[config.mk]
export PLATFORM = sky130hd
export DESIGN_NAME = serial_flags_and_pin_change_irq
export DESIGN_NICKNAME = d
export VERILOG_FILES = /design/src/core/serial_flags_pkg.sv /design/src/core/pin_edge_detect.sv /design/src/core/sticky_flags.sv /design/src/core/serial_flags_and_pin_change_irq.sv
export SDC_FILE = /design/constraint.sdc
export NUM_CORES = 1
export LEC_CHECK = 0
export BUFFER_PORTS_ARGS = -buffer_cell sky130_fd_sc_hd__buf_2
export CORE_UTILIZATION = 55
export CTS_CLUSTER_SIZE = 40
export DETAILED_ROUTE_END_ITERATION = 16
export PLACE_DENSITY = 0.79
export SYNTH_ARGS = -nofsm -noshare
export SYNTH_HDL_FRONTEND = slang
export SYNTH_SLANG_ARGS = --single-unit
[constraint.sdc]
create_clock -name CLK -period 1.9 [get_ports CLK]
set_input_delay 0.285 -clock CLK [delete_from_list [all_inputs] [get_ports CLK]]
set_output_delay 0.285 -clock CLK [all_outputs]
set_load 0.02 [all_outputs]
[src/core/serial_flags_pkg.sv]
// constants, register map and carrier structs for the serial flag and pin-change block
// assumes a single 100 MHz clock and a plain register port with one-cycle read latency
package serial_flags_pkg;

    localparam int ADDR_W = 4;
    localparam int DATA_W = 8;
    localparam int PIN_N  = 6;

    // register offsets
    localparam logic [3:0] OFF_SERIAL_FLAGS = 4'h0;
    localparam logic [3:0] OFF_RISE_EN      = 4'h1;
    localparam logic [3:0] OFF_FALL_EN      = 4'h2;
    localparam logic [3:0] OFF_PIN_FLAGS    = 4'h3;
    localparam logic [3:0] OFF_IRQ_STATUS   = 4'h4;
    localparam logic [3:0] OFF_IRQ_ENABLE   = 4'h5;
    localparam logic [3:0] OFF_IRQ_CLEAR    = 4'h6;
    localparam logic [3:0] OFF_TX_STATUS    = 4'h7;

    // serial flag bit positions
    localparam int BIT_U2_RX   = 7;
    localparam int BIT_U2_TX   = 6;
    localparam int BIT_U1_RX   = 5;
    localparam int BIT_U1_TX   = 4;
    localparam int BIT_S2_COLL = 3;
    localparam int BIT_S2_DONE = 2;
    localparam int BIT_S1_COLL = 1;
    localparam int BIT_S1_DONE = 0;

    // irq status bit positions
    localparam int IRQ_S1_DONE = 0;
    localparam int IRQ_S1_COLL = 1;
    localparam int IRQ_S2_DONE = 2;
    localparam int IRQ_S2_COLL = 3;
    localparam int IRQ_CHANGE  = 4;
    localparam int IRQ_N       = 5;

    // mask of writable bits in the serial flag register (sticky ones only)
    localparam logic [7:0] STICKY_MASK = 8'h0F;
    localparam logic [7:0] RESET_BYTE  = 8'h00;

    typedef struct packed {
        logic                 wr;
        logic                 rd;
        logic [ADDR_W-1:0]    addr;
        logic [DATA_W-1:0]    wdata;
    } reg_req_t;

    // live state from the serial ports
    typedef struct packed {
        logic u1_rx_nonempty;
        logic u1_tx_room;
        logic u1_tx_shift_empty;
        logic u2_rx_nonempty;
        logic u2_tx_room;
        logic u2_tx_shift_empty;
        logic s1_collision;
        logic s1_done;
        logic s2_collision;
        logic s2_done;
    } serial_events_t;

endpackage : serial_flags_pkg

[src/core/pin_edge_detect.sv]
// pin-change edge detector: synchroniser, previous sample, enable gating
// assumes pins may change at any time; two flops precede the compare
module pin_edge_detect
    import serial_flags_pkg::*;
#(
    parameter int N = 6
) (
    input  wire logic         CLK,
    input  wire logic         RST,
    input  wire logic [N-1:0] PIN,
    input  wire logic [N-1:0] RISE_EN,
    input  wire logic [N-1:0] FALL_EN,
    output logic      [N-1:0] EDGE_HIT
);
    typedef struct packed {
        logic [N-1:0] sync1;
        logic [N-1:0] sync2;
        logic [N-1:0] prev;
    } edge_state_t;

    edge_state_t state;
    edge_state_t next_state;

    // refuse widths the enable registers cannot hold, at elaboration
    if (N < 1 || N > 8) begin : g_bad_n
        $error("pin_edge_detect: N out of range");
    end

    // first flop feeds only the second; prev holds the older clean sample
    always_comb begin
        next_state       = state;
        next_state.sync1 = PIN;
        next_state.sync2 = state.sync1;
        next_state.prev  = state.sync2;
    end

    always_ff @(posedge CLK) begin
        if (RST) begin
            state <= '0;
        end else begin
            state <= next_state;
        end
    end

    // a disabled direction produces nothing
    assign EDGE_HIT = (RISE_EN & state.sync2 & ~state.prev)
                    | (FALL_EN & ~state.sync2 & state.prev);
endmodule : pin_edge_detect

[src/core/sticky_flags.sv]
// bank of sticky flags: hardware set wins over software clear
// assumes set and clear are one-cycle qualified pulses from the owner
module sticky_flags #(
    parameter int N = 5
) (
    input  wire logic         CLK,
    input  wire logic         RST,
    input  wire logic [N-1:0] SET,
    input  wire logic [N-1:0] CLR,
    output logic      [N-1:0] FLAGS
);
    typedef struct packed {
        logic [N-1:0] flags;
    } sticky_state_t;

    sticky_state_t state;
    sticky_state_t next_state;

    // an empty bank has no meaning; stop at elaboration
    if (N < 1) begin : g_bad_n
        $error("sticky_flags: N must be positive");
    end

    // set beats clear so an event on the clear cycle is kept
    always_comb begin
        next_state       = state;
        next_state.flags = (state.flags & ~CLR) | SET;
    end

    always_ff @(posedge CLK) begin
        if (RST) begin
            state <= '0;
        end else begin
            state <= next_state;
        end
    end

    assign FLAGS = state.flags;
endmodule : sticky_flags

[src/core/serial_flags_and_pin_change_irq.sv]
// serial interrupt flags, pin-change detection and a masked interrupt output
// assumes the serial ports present their live state on synchronous inputs
// Function
// - receive-ready flags, bits 7 and 5, read-only, high while buffer holds data
// - transmit-room flags, bits 6 and 4, read-only, high while buffer not full
// - room flag does not mean done; separate shift-empty status reports completion
// - collision flags, bits 3 and 1, set by hardware, held until software clears
// - done flags, bits 2 and 0, zero while busy, set on completion, software clears
// - serial flags set on their condition regardless of any enable bit
// - enabled rising edge on a pin sets its change flag and summary flag
// - enabled falling edge on a pin sets its change flag and summary flag
// - disabled edge direction sets no change flag
// - edge enable bits 7 and 6 read zero; enable bits reset to zero
module serial_flags_and_pin_change_irq
    import serial_flags_pkg::*;
#(
    parameter int PINS = PIN_N
) (
    input  wire logic                               CLK,
    input  wire logic                               RST,
    input  wire logic [serial_flags_pkg::ADDR_W-1:0] ADDR,
    input  wire logic [serial_flags_pkg::DATA_W-1:0] WDATA,
    input  wire logic                               WR,
    input  wire logic                               RD,
    output logic      [serial_flags_pkg::DATA_W-1:0] RDATA,
    input  wire serial_flags_pkg::serial_events_t   SERIAL_EV,
    input  wire logic [PINS-1:0]                    PORTA_PIN,
    output logic                                    SYNC1_DONE_CLEARED,
    output logic                                    SYNC2_DONE_CLEARED,
    output logic                                    IRQ
);
    import serial_flags_pkg::*;

    typedef struct packed {
        logic [3:0]        sticky;    // sync2 coll, sync2 done, sync1 coll, sync1 done
        logic [PINS-1:0]   rise_en;
        logic [PINS-1:0]   fall_en;
        logic [PINS-1:0]   pin_flags;
        logic              summary;
        logic [IRQ_N-1:0]  irq_en;
        logic [DATA_W-1:0] rdata;
    } top_state_t;

    top_state_t state;
    top_state_t next_state;

    reg_req_t         req;
    logic [PINS-1:0]  edge_hit;
    logic [IRQ_N-1:0] irq_set;
    logic [IRQ_N-1:0] irq_clr;
    logic [IRQ_N-1:0] irq_status;
    logic [3:0]       sticky_set;
    logic [3:0]       sticky_clr;
    logic [PINS-1:0]  pin_clr;
    logic [DATA_W-1:0] serial_view;

    // pin fields share one register byte, so wider ports are refused
    if (PINS < 1 || PINS > DATA_W) begin : g_bad_pins
        $error("PINS must fit one register");
    end

    // widen a pin-wide field into a register byte, upper bits read zero
    function automatic logic [DATA_W-1:0] pad_pins(input logic [PINS-1:0] v);
        logic [DATA_W-1:0] r;
        r = '0;
        r[PINS-1:0] = v;
        return r;
    endfunction : pad_pins

    function automatic logic hit(input logic [ADDR_W-1:0] a, input logic [3:0] off);
        return a == off;
    endfunction : hit

    assign req = '{wr: WR, rd: RD, addr: ADDR, wdata: WDATA};

    pin_edge_detect #(
        .N (PINS)
    ) u_edges (
        .CLK      (CLK),
        .RST      (RST),
        .PIN      (PORTA_PIN),
        .RISE_EN  (state.rise_en),
        .FALL_EN  (state.fall_en),
        .EDGE_HIT (edge_hit)
    );

    // hardware events for the sticky serial bits, ungated by any enable
    always_comb begin
        sticky_set = 4'h0;
        sticky_set[BIT_S1_DONE] = SERIAL_EV.s1_done;
        sticky_set[BIT_S1_COLL] = SERIAL_EV.s1_collision;
        sticky_set[BIT_S2_DONE] = SERIAL_EV.s2_done;
        sticky_set[BIT_S2_COLL] = SERIAL_EV.s2_collision;
    end

    // software clears a sticky serial bit by writing zero to it
    assign sticky_clr = (req.wr && hit(req.addr, OFF_SERIAL_FLAGS))
                      ? ~req.wdata[3:0] : 4'h0;

    // pin flags clear by writing one, like the status clear register
    assign pin_clr = (req.wr && hit(req.addr, OFF_PIN_FLAGS))
                   ? req.wdata[PINS-1:0] : '0;

    // the room and ready bits are live views; a write cannot touch them
    always_comb begin
        serial_view = RESET_BYTE;
        serial_view[BIT_U2_RX] = SERIAL_EV.u2_rx_nonempty;
        serial_view[BIT_U2_TX] = SERIAL_EV.u2_tx_room;
        serial_view[BIT_U1_RX] = SERIAL_EV.u1_rx_nonempty;
        serial_view[BIT_U1_TX] = SERIAL_EV.u1_tx_room;
        serial_view[3:0]       = state.sticky & STICKY_MASK[3:0];
    end

    // interrupt events: completion, collision and any enabled pin edge
    always_comb begin
        irq_set = '0;
        irq_set[IRQ_S1_DONE] = SERIAL_EV.s1_done;
        irq_set[IRQ_S1_COLL] = SERIAL_EV.s1_collision;
        irq_set[IRQ_S2_DONE] = SERIAL_EV.s2_done;
        irq_set[IRQ_S2_COLL] = SERIAL_EV.s2_collision;
        irq_set[IRQ_CHANGE]  = |edge_hit;
    end

    assign irq_clr = (req.wr && hit(req.addr, OFF_IRQ_CLEAR)) ? req.wdata[IRQ_N-1:0] : '0;

    sticky_flags #(
        .N (IRQ_N)
    ) u_irq_status (
        .CLK   (CLK),
        .RST   (RST),
        .SET   (irq_set),
        .CLR   (irq_clr),
        .FLAGS (irq_status)
    );

    // register writes, sticky updates and read capture
    always_comb begin
        next_state = state;
        // set wins over a clear in the same cycle
        next_state.sticky    = (state.sticky & ~sticky_clr) | sticky_set;
        next_state.pin_flags = (state.pin_flags & ~pin_clr) | edge_hit;
        // summary follows any pin flag; it drops once all pin flags are clear
        next_state.summary   = |next_state.pin_flags;
        if (req.wr) begin
            unique case (req.addr)
                OFF_RISE_EN:    next_state.rise_en = req.wdata[PINS-1:0];
                OFF_FALL_EN:    next_state.fall_en = req.wdata[PINS-1:0];
                OFF_IRQ_ENABLE: next_state.irq_en  = req.wdata[IRQ_N-1:0];
                default: ;
            endcase
        end
        next_state.rdata = RESET_BYTE;
        if (req.rd) begin
            unique case (req.addr)
                OFF_SERIAL_FLAGS: next_state.rdata = serial_view;
                OFF_RISE_EN:      next_state.rdata = pad_pins(state.rise_en);
                OFF_FALL_EN:      next_state.rdata = pad_pins(state.fall_en);
                OFF_PIN_FLAGS:    next_state.rdata = pad_pins(state.pin_flags);
                OFF_IRQ_STATUS: begin
                    next_state.rdata = RESET_BYTE;
                    next_state.rdata[IRQ_N-1:0] = irq_status;
                end
                OFF_IRQ_ENABLE: begin
                    next_state.rdata = RESET_BYTE;
                    next_state.rdata[IRQ_N-1:0] = state.irq_en;
                end
                OFF_TX_STATUS: begin
                    // shift-empty is the completion indication, not the room flag
                    next_state.rdata    = RESET_BYTE;
                    next_state.rdata[0] = SERIAL_EV.u1_tx_shift_empty;
                    next_state.rdata[1] = SERIAL_EV.u2_tx_shift_empty;
                    next_state.rdata[2] = state.summary;
                end
                default:          next_state.rdata = RESET_BYTE; // unmapped reads zero
            endcase
        end
    end

    // all enables and flags come up cleared
    always_ff @(posedge CLK) begin
        if (RST) begin
            state <= '0;
        end else begin
            state <= next_state;
        end
    end

    assign RDATA = state.rdata;
    // lets a port know software acknowledged completion; it may start its next job
    assign SYNC1_DONE_CLEARED = sticky_clr[BIT_S1_DONE] & state.sticky[BIT_S1_DONE];
    assign SYNC2_DONE_CLEARED = sticky_clr[BIT_S2_DONE] & state.sticky[BIT_S2_DONE];
    // only enabled status reaches the pin; clearing flags first avoids a stale hit
    assign IRQ = |(irq_status & state.irq_en);
endmodule : serial_flags_and_pin_change_irq

Word-level counts from Yosys, hierarchy flattened. Cells that the tools add are included.

Logic and storage cells: 54. Flip-flop bits (word level): 59. Output and inout bits: 11. Input port bits: 32.

Equality and inequality tests: 7. Multiplexer cells: 4. Reductions and logical operators: 11. Bitwise gates (word level): 21.

Operators by type and width (number): $pmux 8 s7 (1); $and 6x6->6 (5); $not 6->6 (3); $eq 4x3->1 const B (4); $or 6x6->6 (2); $reduce_or 6->1 (2); $and 5x5->5 (2); $eq 4x2->1 const B (2); $not 4->4 (2); $mux 6 (1); $reduce_and 2->1 (3); $mux 5 (1); $not 5->5 (1); $or 5x5->5 (1); $reduce_or 5->1 (1); $and 4x4->4 (1); $eq 4x1->1 const B (1); $logic_not 4->1 (1); $mux 4 (1); $or 4x4->4 (1); $logic_and 1x1->1 (3); $and 1x1->1 (2); $reduce_or 2->1 (1); $not 1->1 (1).

Longest topological paths before layout.
Word-level depth: 7. Mapped depth: 7. Depth with buffers taken out: 5.

Modules after synthesis. From an unflattened synthesis, not the netlist that was laid out.

Cells, all modules: 263. Area total of the unflattened synthesis: 2489.9 sq um.

Modules (own cells, without submodules): serial_flags_and_pin_change_irq (cells each 188, seq. area each 720.7 sq um, area each 1742.9 sq um, instances 1); pin_edge_detect (cells each 55, seq. area each 360.3 sq um, area each 571.8 sq um, instances 1); sticky_flags (cells each 20, seq. area each 100.1 sq um, area each 175.2 sq um, instances 1).

Least setup slack after synthesis. No wires, ideal clock.

Path type: input to output. Start: input ADDR[0] in the netlist's numbering. End: output SYNC1_DONE_CLEARED. Path slack: 70 ps. Path buffers: 1. Cell stages on the path: 4. Data arrival time: 1545 ps. Required time: 1615 ps. Cells stage by stage: buf_2 > nor4_1 > nand2_1 > nor3b_1.

Word-level cells in the longest chain between the ends: 4.

Ends and longest elaborated chain: from (decl) (line serial_flags_and_pin_change_irq.sv:21) `input wire logic [serial_flags_pkg::ADDR_W-1:0] ADDR,`; $logic_not 4->1 (line serial_flags_and_pin_change_irq.sv:71) `return a == off;`; $logic_and 1x1->1 (line serial_flags_and_pin_change_irq.sv:97) `assign sticky_clr = (req.wr && hit(req.addr, OFF_SERIAL_FLAGS))`; $mux 4 (line serial_flags_and_pin_change_irq.sv:98) `? ~req.wdata[3:0] : 4'h0;`; $and 1x1->1 (line serial_flags_and_pin_change_irq.sv:190) `assign SYNC1_DONE_CLEARED = sticky_clr[BIT_S1_DONE] & state.sticky[BIT_S1_DONE];`; to (decl) (line serial_flags_and_pin_change_irq.sv:28) `output logic SYNC1_DONE_CLEARED,`.

No other way between the ends.

Worst setup path in the final report.
Start: register u_edges.state[1] in the netlist's numbering. End: register state[13] in the netlist's numbering.

Word-level cells in the longest chain between the ends: 5. Elaborated cells between the ends (all ways): 6. Those cells by class: bitwise (5); reduce/logical (1).

Ends and longest elaborated chain: from (decl) (line pin_edge_detect.sv:21) `edge_state_t state;`; from (signal assigned) (line pin_edge_detect.sv:41) `state <= next_state;`; $not 6->6 (line pin_edge_detect.sv:46) `assign EDGE_HIT = (RISE_EN & state.sync2 & ~state.prev)`; $and 6x6->6 (line pin_edge_detect.sv:46); $or 6x6->6 (*) (line pin_edge_detect.sv:47) `| (FALL_EN & ~state.sync2 & state.prev);`; $or 6x6->6 (*) (line serial_flags_and_pin_change_irq.sv:141) `next_state.pin_flags = (state.pin_flags & ~pin_clr) | edge_hit;`; $reduce_or 6->1 (*) (line serial_flags_and_pin_change_irq.sv:143) `next_state.summary = |next_state.pin_flags;`; to (signal assigned) (line serial_flags_and_pin_change_irq.sv:184) `state <= next_state;`; to (decl) (line serial_flags_and_pin_change_irq.sv:44) `top_state_t state;`.

Mark *: on every way between the ends. The rest lies on a longest branch, timed or not. A chain may end at the register's enable or synchronous reset.

==> Flow_metrics.wiki <==
{| class="wikitable"
! Metric !! Value
|-
| Peak Freq || 568 MHz
|-
| Cell accounting for the most synthesized area || sky130_fd_sc_hd__dfxtp_1
|-
| Required time at the endpoint of the critical path || 2.08 ns
|-
| Seq. cell area || 0.00118 mm^2
|-
| Total vias in the final route || 1904
|-
| Most used cells in the layout excluding fill and tap cells || sky130_fd_sc_hd__dfxtp_1 (59), sky130_fd_sc_hd__buf_2 (40), sky130_fd_sc_hd__nor2_1 (29), sky130_fd_sc_hd__nand2_1 (21), sky130_fd_sc_hd__mux2i_1 (21)
|-
| Number of top-level pins || 43
|-
| CTS tree || yes
|-
| Remaining Overflow, GRT || 0
|-
| Tightest slew margin relative to the limit || 72.3%
|-
| Fin Hold WS || 0.156 ns
|-
| Final min period || 1.76 ns
|-
| RSZ-0062 raised after global routing || false
|-
| Number of vias per cell || 5.44
|-
| Detailed Route Iter0 Violations || 133
|-
| Number of max-capacitance violations reported || 0
|-
| CTS root buffer || sky130_fd_sc_hd__clkbuf_8
|-
| Area taken by multi-input logic gates || 0.00112 mm^2
|-
| Total Routed Length || 5080 um
|-
| PwrDens || 902 mW/mm^2
|-
| Transition time at the pin with the least slew margin || 0.413 ns
|-
| Class of the most critical setup path || reg -> reg
|-
| Post-Route Setup TNS || 0 ns
|-
| Cell-internal power || 1.99 mW
|-
| Number of flip-flops and latches in the synthesized netlist || 59
|-
| Synthesized net count || 286
|-
| Antenna violations before repair || 0
|-
| Number of distinct library cell variants in the gate-level netlist after synthesis || 39
|-
| Port Buffer Count || 40
|-
| Post-CTS Repair Setup Buffers || 0
|-
| Gate power share || 7.0%
|-
| Startpoint of the most critical register-to-register path || u_edges.state[1]
|-
| Average size of a mapped cell || 9.61 um^2
|-
| Number of diodes added for antenna fixing || 0
|-
| Clock Skews || 0.00656 ns
|-
| H-tree lvl count || 3
|-
| Area of the core region || 0.00414 mm^2
|-
| Pre-Repair DR Iteration Count || 6
|-
| Critical path endpoint category || register
|-
| Result of the run || finished, final reports clean
|-
| Top cells by area, synth || sky130_fd_sc_hd__dfxtp_1 (48%), sky130_fd_sc_hd__mux2i_1 (8.6%), sky130_fd_sc_hd__nor2b_1 (4.9%)
|-
| Final setup violation count || 0
|-
| Number of instances resized during post-cts repair || 0
|-
| Die outline area || 0.00471 mm^2
|-
| Startpoint types || register
|-
| Launching element of the worst setup path || u_edges.state[1]
|-
| Die height || 68.6 um
|-
| Filler cell count || 347
|-
| CTS Sinks || 59
|-
| Min-Delay Path Class || in -> reg
|-
| Clock transition at the registers of the reported paths || 0.07 ns
|-
| Switching component of the power || 0.591 mW
|-
| Wirelength per Cell || 14.5 um
|-
| Total Power || 2.58 mW
|-
| Share of the clock period used by the worst path || 92.6%
|-
| Global-route wire length before repair || 8350 um
|-
| Routability congestion estimate from global placement || 0.808
|-
| Hold violation count in the final report || 0
|-
| Highest ir drop seen on vdd || 0.867 mV
|-
| Cell area after technology mapping || 0.00244 mm^2
|-
| Share of total power in the clock network || 42.9%
|-
| Share of cells above drive strength 1 || 25.7%
|-
| Number of global-route vias before repair || 1788
|-
| Overall track demand over capacity in global routing || 25.2%
|-
| Top fanout value on the critical path || 2
|-
| Clock network latency to the later pin of the worst-skew pair || 0.33 ns
|-
| Maximum number of buffers from clock root to sink || 2
|-
| Min-delay src || SERIAL_EV[6]
|-
| Yosys warning total || 0
|-
| Area growth from synthesis to final layout || 17.3%
|-
| DRC viols || 0
|-
| Post-DP HPWL || 3490 um
|-
| Residual antenna-violating net count after detailed routing || 0
|-
| Leading cell type in the layout, fill and taps excluded || sky130_fd_sc_hd__dfxtp_1
|-
| Switching part of the total power || 22.9%
|-
| Starting utilization of the core area || 58.9%
|-
| Sequential area share after synthesis || 48.4%
|-
| Maximum number of pins on one net before global-route repair || 35
|-
| CP Data Arrival Time || 1.94 ns
|-
| Synth top area share || 48.4%
|-
| Final Net Count || 327
|-
| Overall die width || 68.6 um
|-
| Cts-stage hold buffer count || 0
|-
| Number of standard cells after synthesis || 254
|-
| Row Count || 23
|-
| Num CTS Buffers || 9
|-
| Max Slew Vio Count || 0
|-
| Leakage power figure || 1.26 nW
|-
| Part of the total power dissipated in sequential elements || 50.0%
|}
==> cell type report <==
cell class                 instances  share of cell area [%]
clock inverter                     5                    1.83
clock buffer                      11                    4.94
tap                               50                    2.18
sequential                        59                    41.2
multi-input combinational        170                    39.2
inverter                           6                   0.786
timing repair buffer              49                    9.79
==> sequential cells by signal, indices dropped and copies added (netlist names) <==
signal	cells
u_edges.state	6
u_edges.next_state	12
state	24
RDATA	8
u_irq_status.FLAGS	5
serial_view	4
==> cell families (layout without fill, tap and decap cells) <==
family          after synthesis  count (layout)  share of synthesized area, %
compound gates               46              46                          12.1
buf+inv                      25              71                          5.59
mux                          28              28                          13.2
simple gates                 96              96                          20.7
flops                        59              59                          48.4
==> final timing paths <==
| kind | endpoint | slack [ns] | cells after the start |
|---|---|---|---|
| setup reg to reg | state[13] | 0.14 | 5 |
| hold reg to reg | u_edges.next_state[2] | 0.44 | 1 |
| hold / removal | RDATA[7] | 0.16 | 2 |
| setup / recovery | state[13] | 0.14 | 5 |
==> cell usage after synthesis (all sizes together) <==
| library cell | count |
|---|---|
| nor4 | 1 |
| mux2i | 21 |
| nor2b | 19 |
| nand3 | 3 |
| a222oi | 1 |
| o21ai | 11 |
| a21boi | 3 |
| a41oi | 1 |
| a31oi | 3 |
| and4 | 1 |
| o21ba | 3 |
| buf | 13 |
| or4 | 1 |
| a22oi | 5 |
| a21o | 1 |
| inv | 6 |
| a2111oi | 1 |
| nand2 | 21 |
| and2 | 2 |
| mux2 | 4 |
| clkbuf | 6 |
| a2111o | 1 |
| o22ai | 1 |
| nor3b | 5 |
| a22o | 1 |
| a21oi | 14 |
| nor3 | 2 |
| dfxtp | 59 |
| and3b | 1 |
| nand4 | 1 |
| mux4 | 3 |
| nand3b | 9 |
| nor2 | 30 |
==> per-stage QoR <==
stage / setup WS [ns] / util [%] / std cells / cell area (um^2)
finish: 0.141 / 69.1 / 350 / 2860
global route: 0.0563 / 69.1 / 350 / 2860
CTS: 0.146 / 69.1 / 350 / 2860
detailed placement: 0.140 / 64.4 / 334 / 2670
global placement: 0.208 / 64.4 / 334 / 2670
floorplan: 0.0701 / - / 254 / 2440
==> worst max-delay path, cell delays in order, from the launching register on <==
cell	delay, ns
sky130_fd_sc_hd__dfxtp_1	0.33
sky130_fd_sc_hd__nand3b_1	0.14
sky130_fd_sc_hd__nand2_1	0.08
sky130_fd_sc_hd__or4_1	0.52
sky130_fd_sc_hd__nor3_1	0.35
sky130_fd_sc_hd__a41oi_1	0.18
==> per-layer routing <==
metal,wire length [um],track usage [%],share of wire [%],vias up
li1,-,-,-,964
met1,2340,32.8,46,874
met2,2330,39.6,46,58
met3,296,4.93,5.8,8
met4,105,12.5,2.1,0
met5,0,0,0,-
==> power by group through the flow <==
| stage | sequential, mW | combinational [mW] | clock [mW] |
|---|---|---|---|
| 2_1_floorplan | 1.31 | 0.113 | 0 |
| 3_3_place_gp | 1.32 | 0.178 | 0 |
| 3_5_place_dp | 1.32 | 0.180 | 0 |
| 4_1_cts | 1.29 | 0.181 | 1.13 |
| 5_1_grt | 1.30 | 0.201 | 1.19 |
| 6_report | 1.29 | 0.182 | 1.11 |
Note: power is estimated with default switching activity, not from simulation.
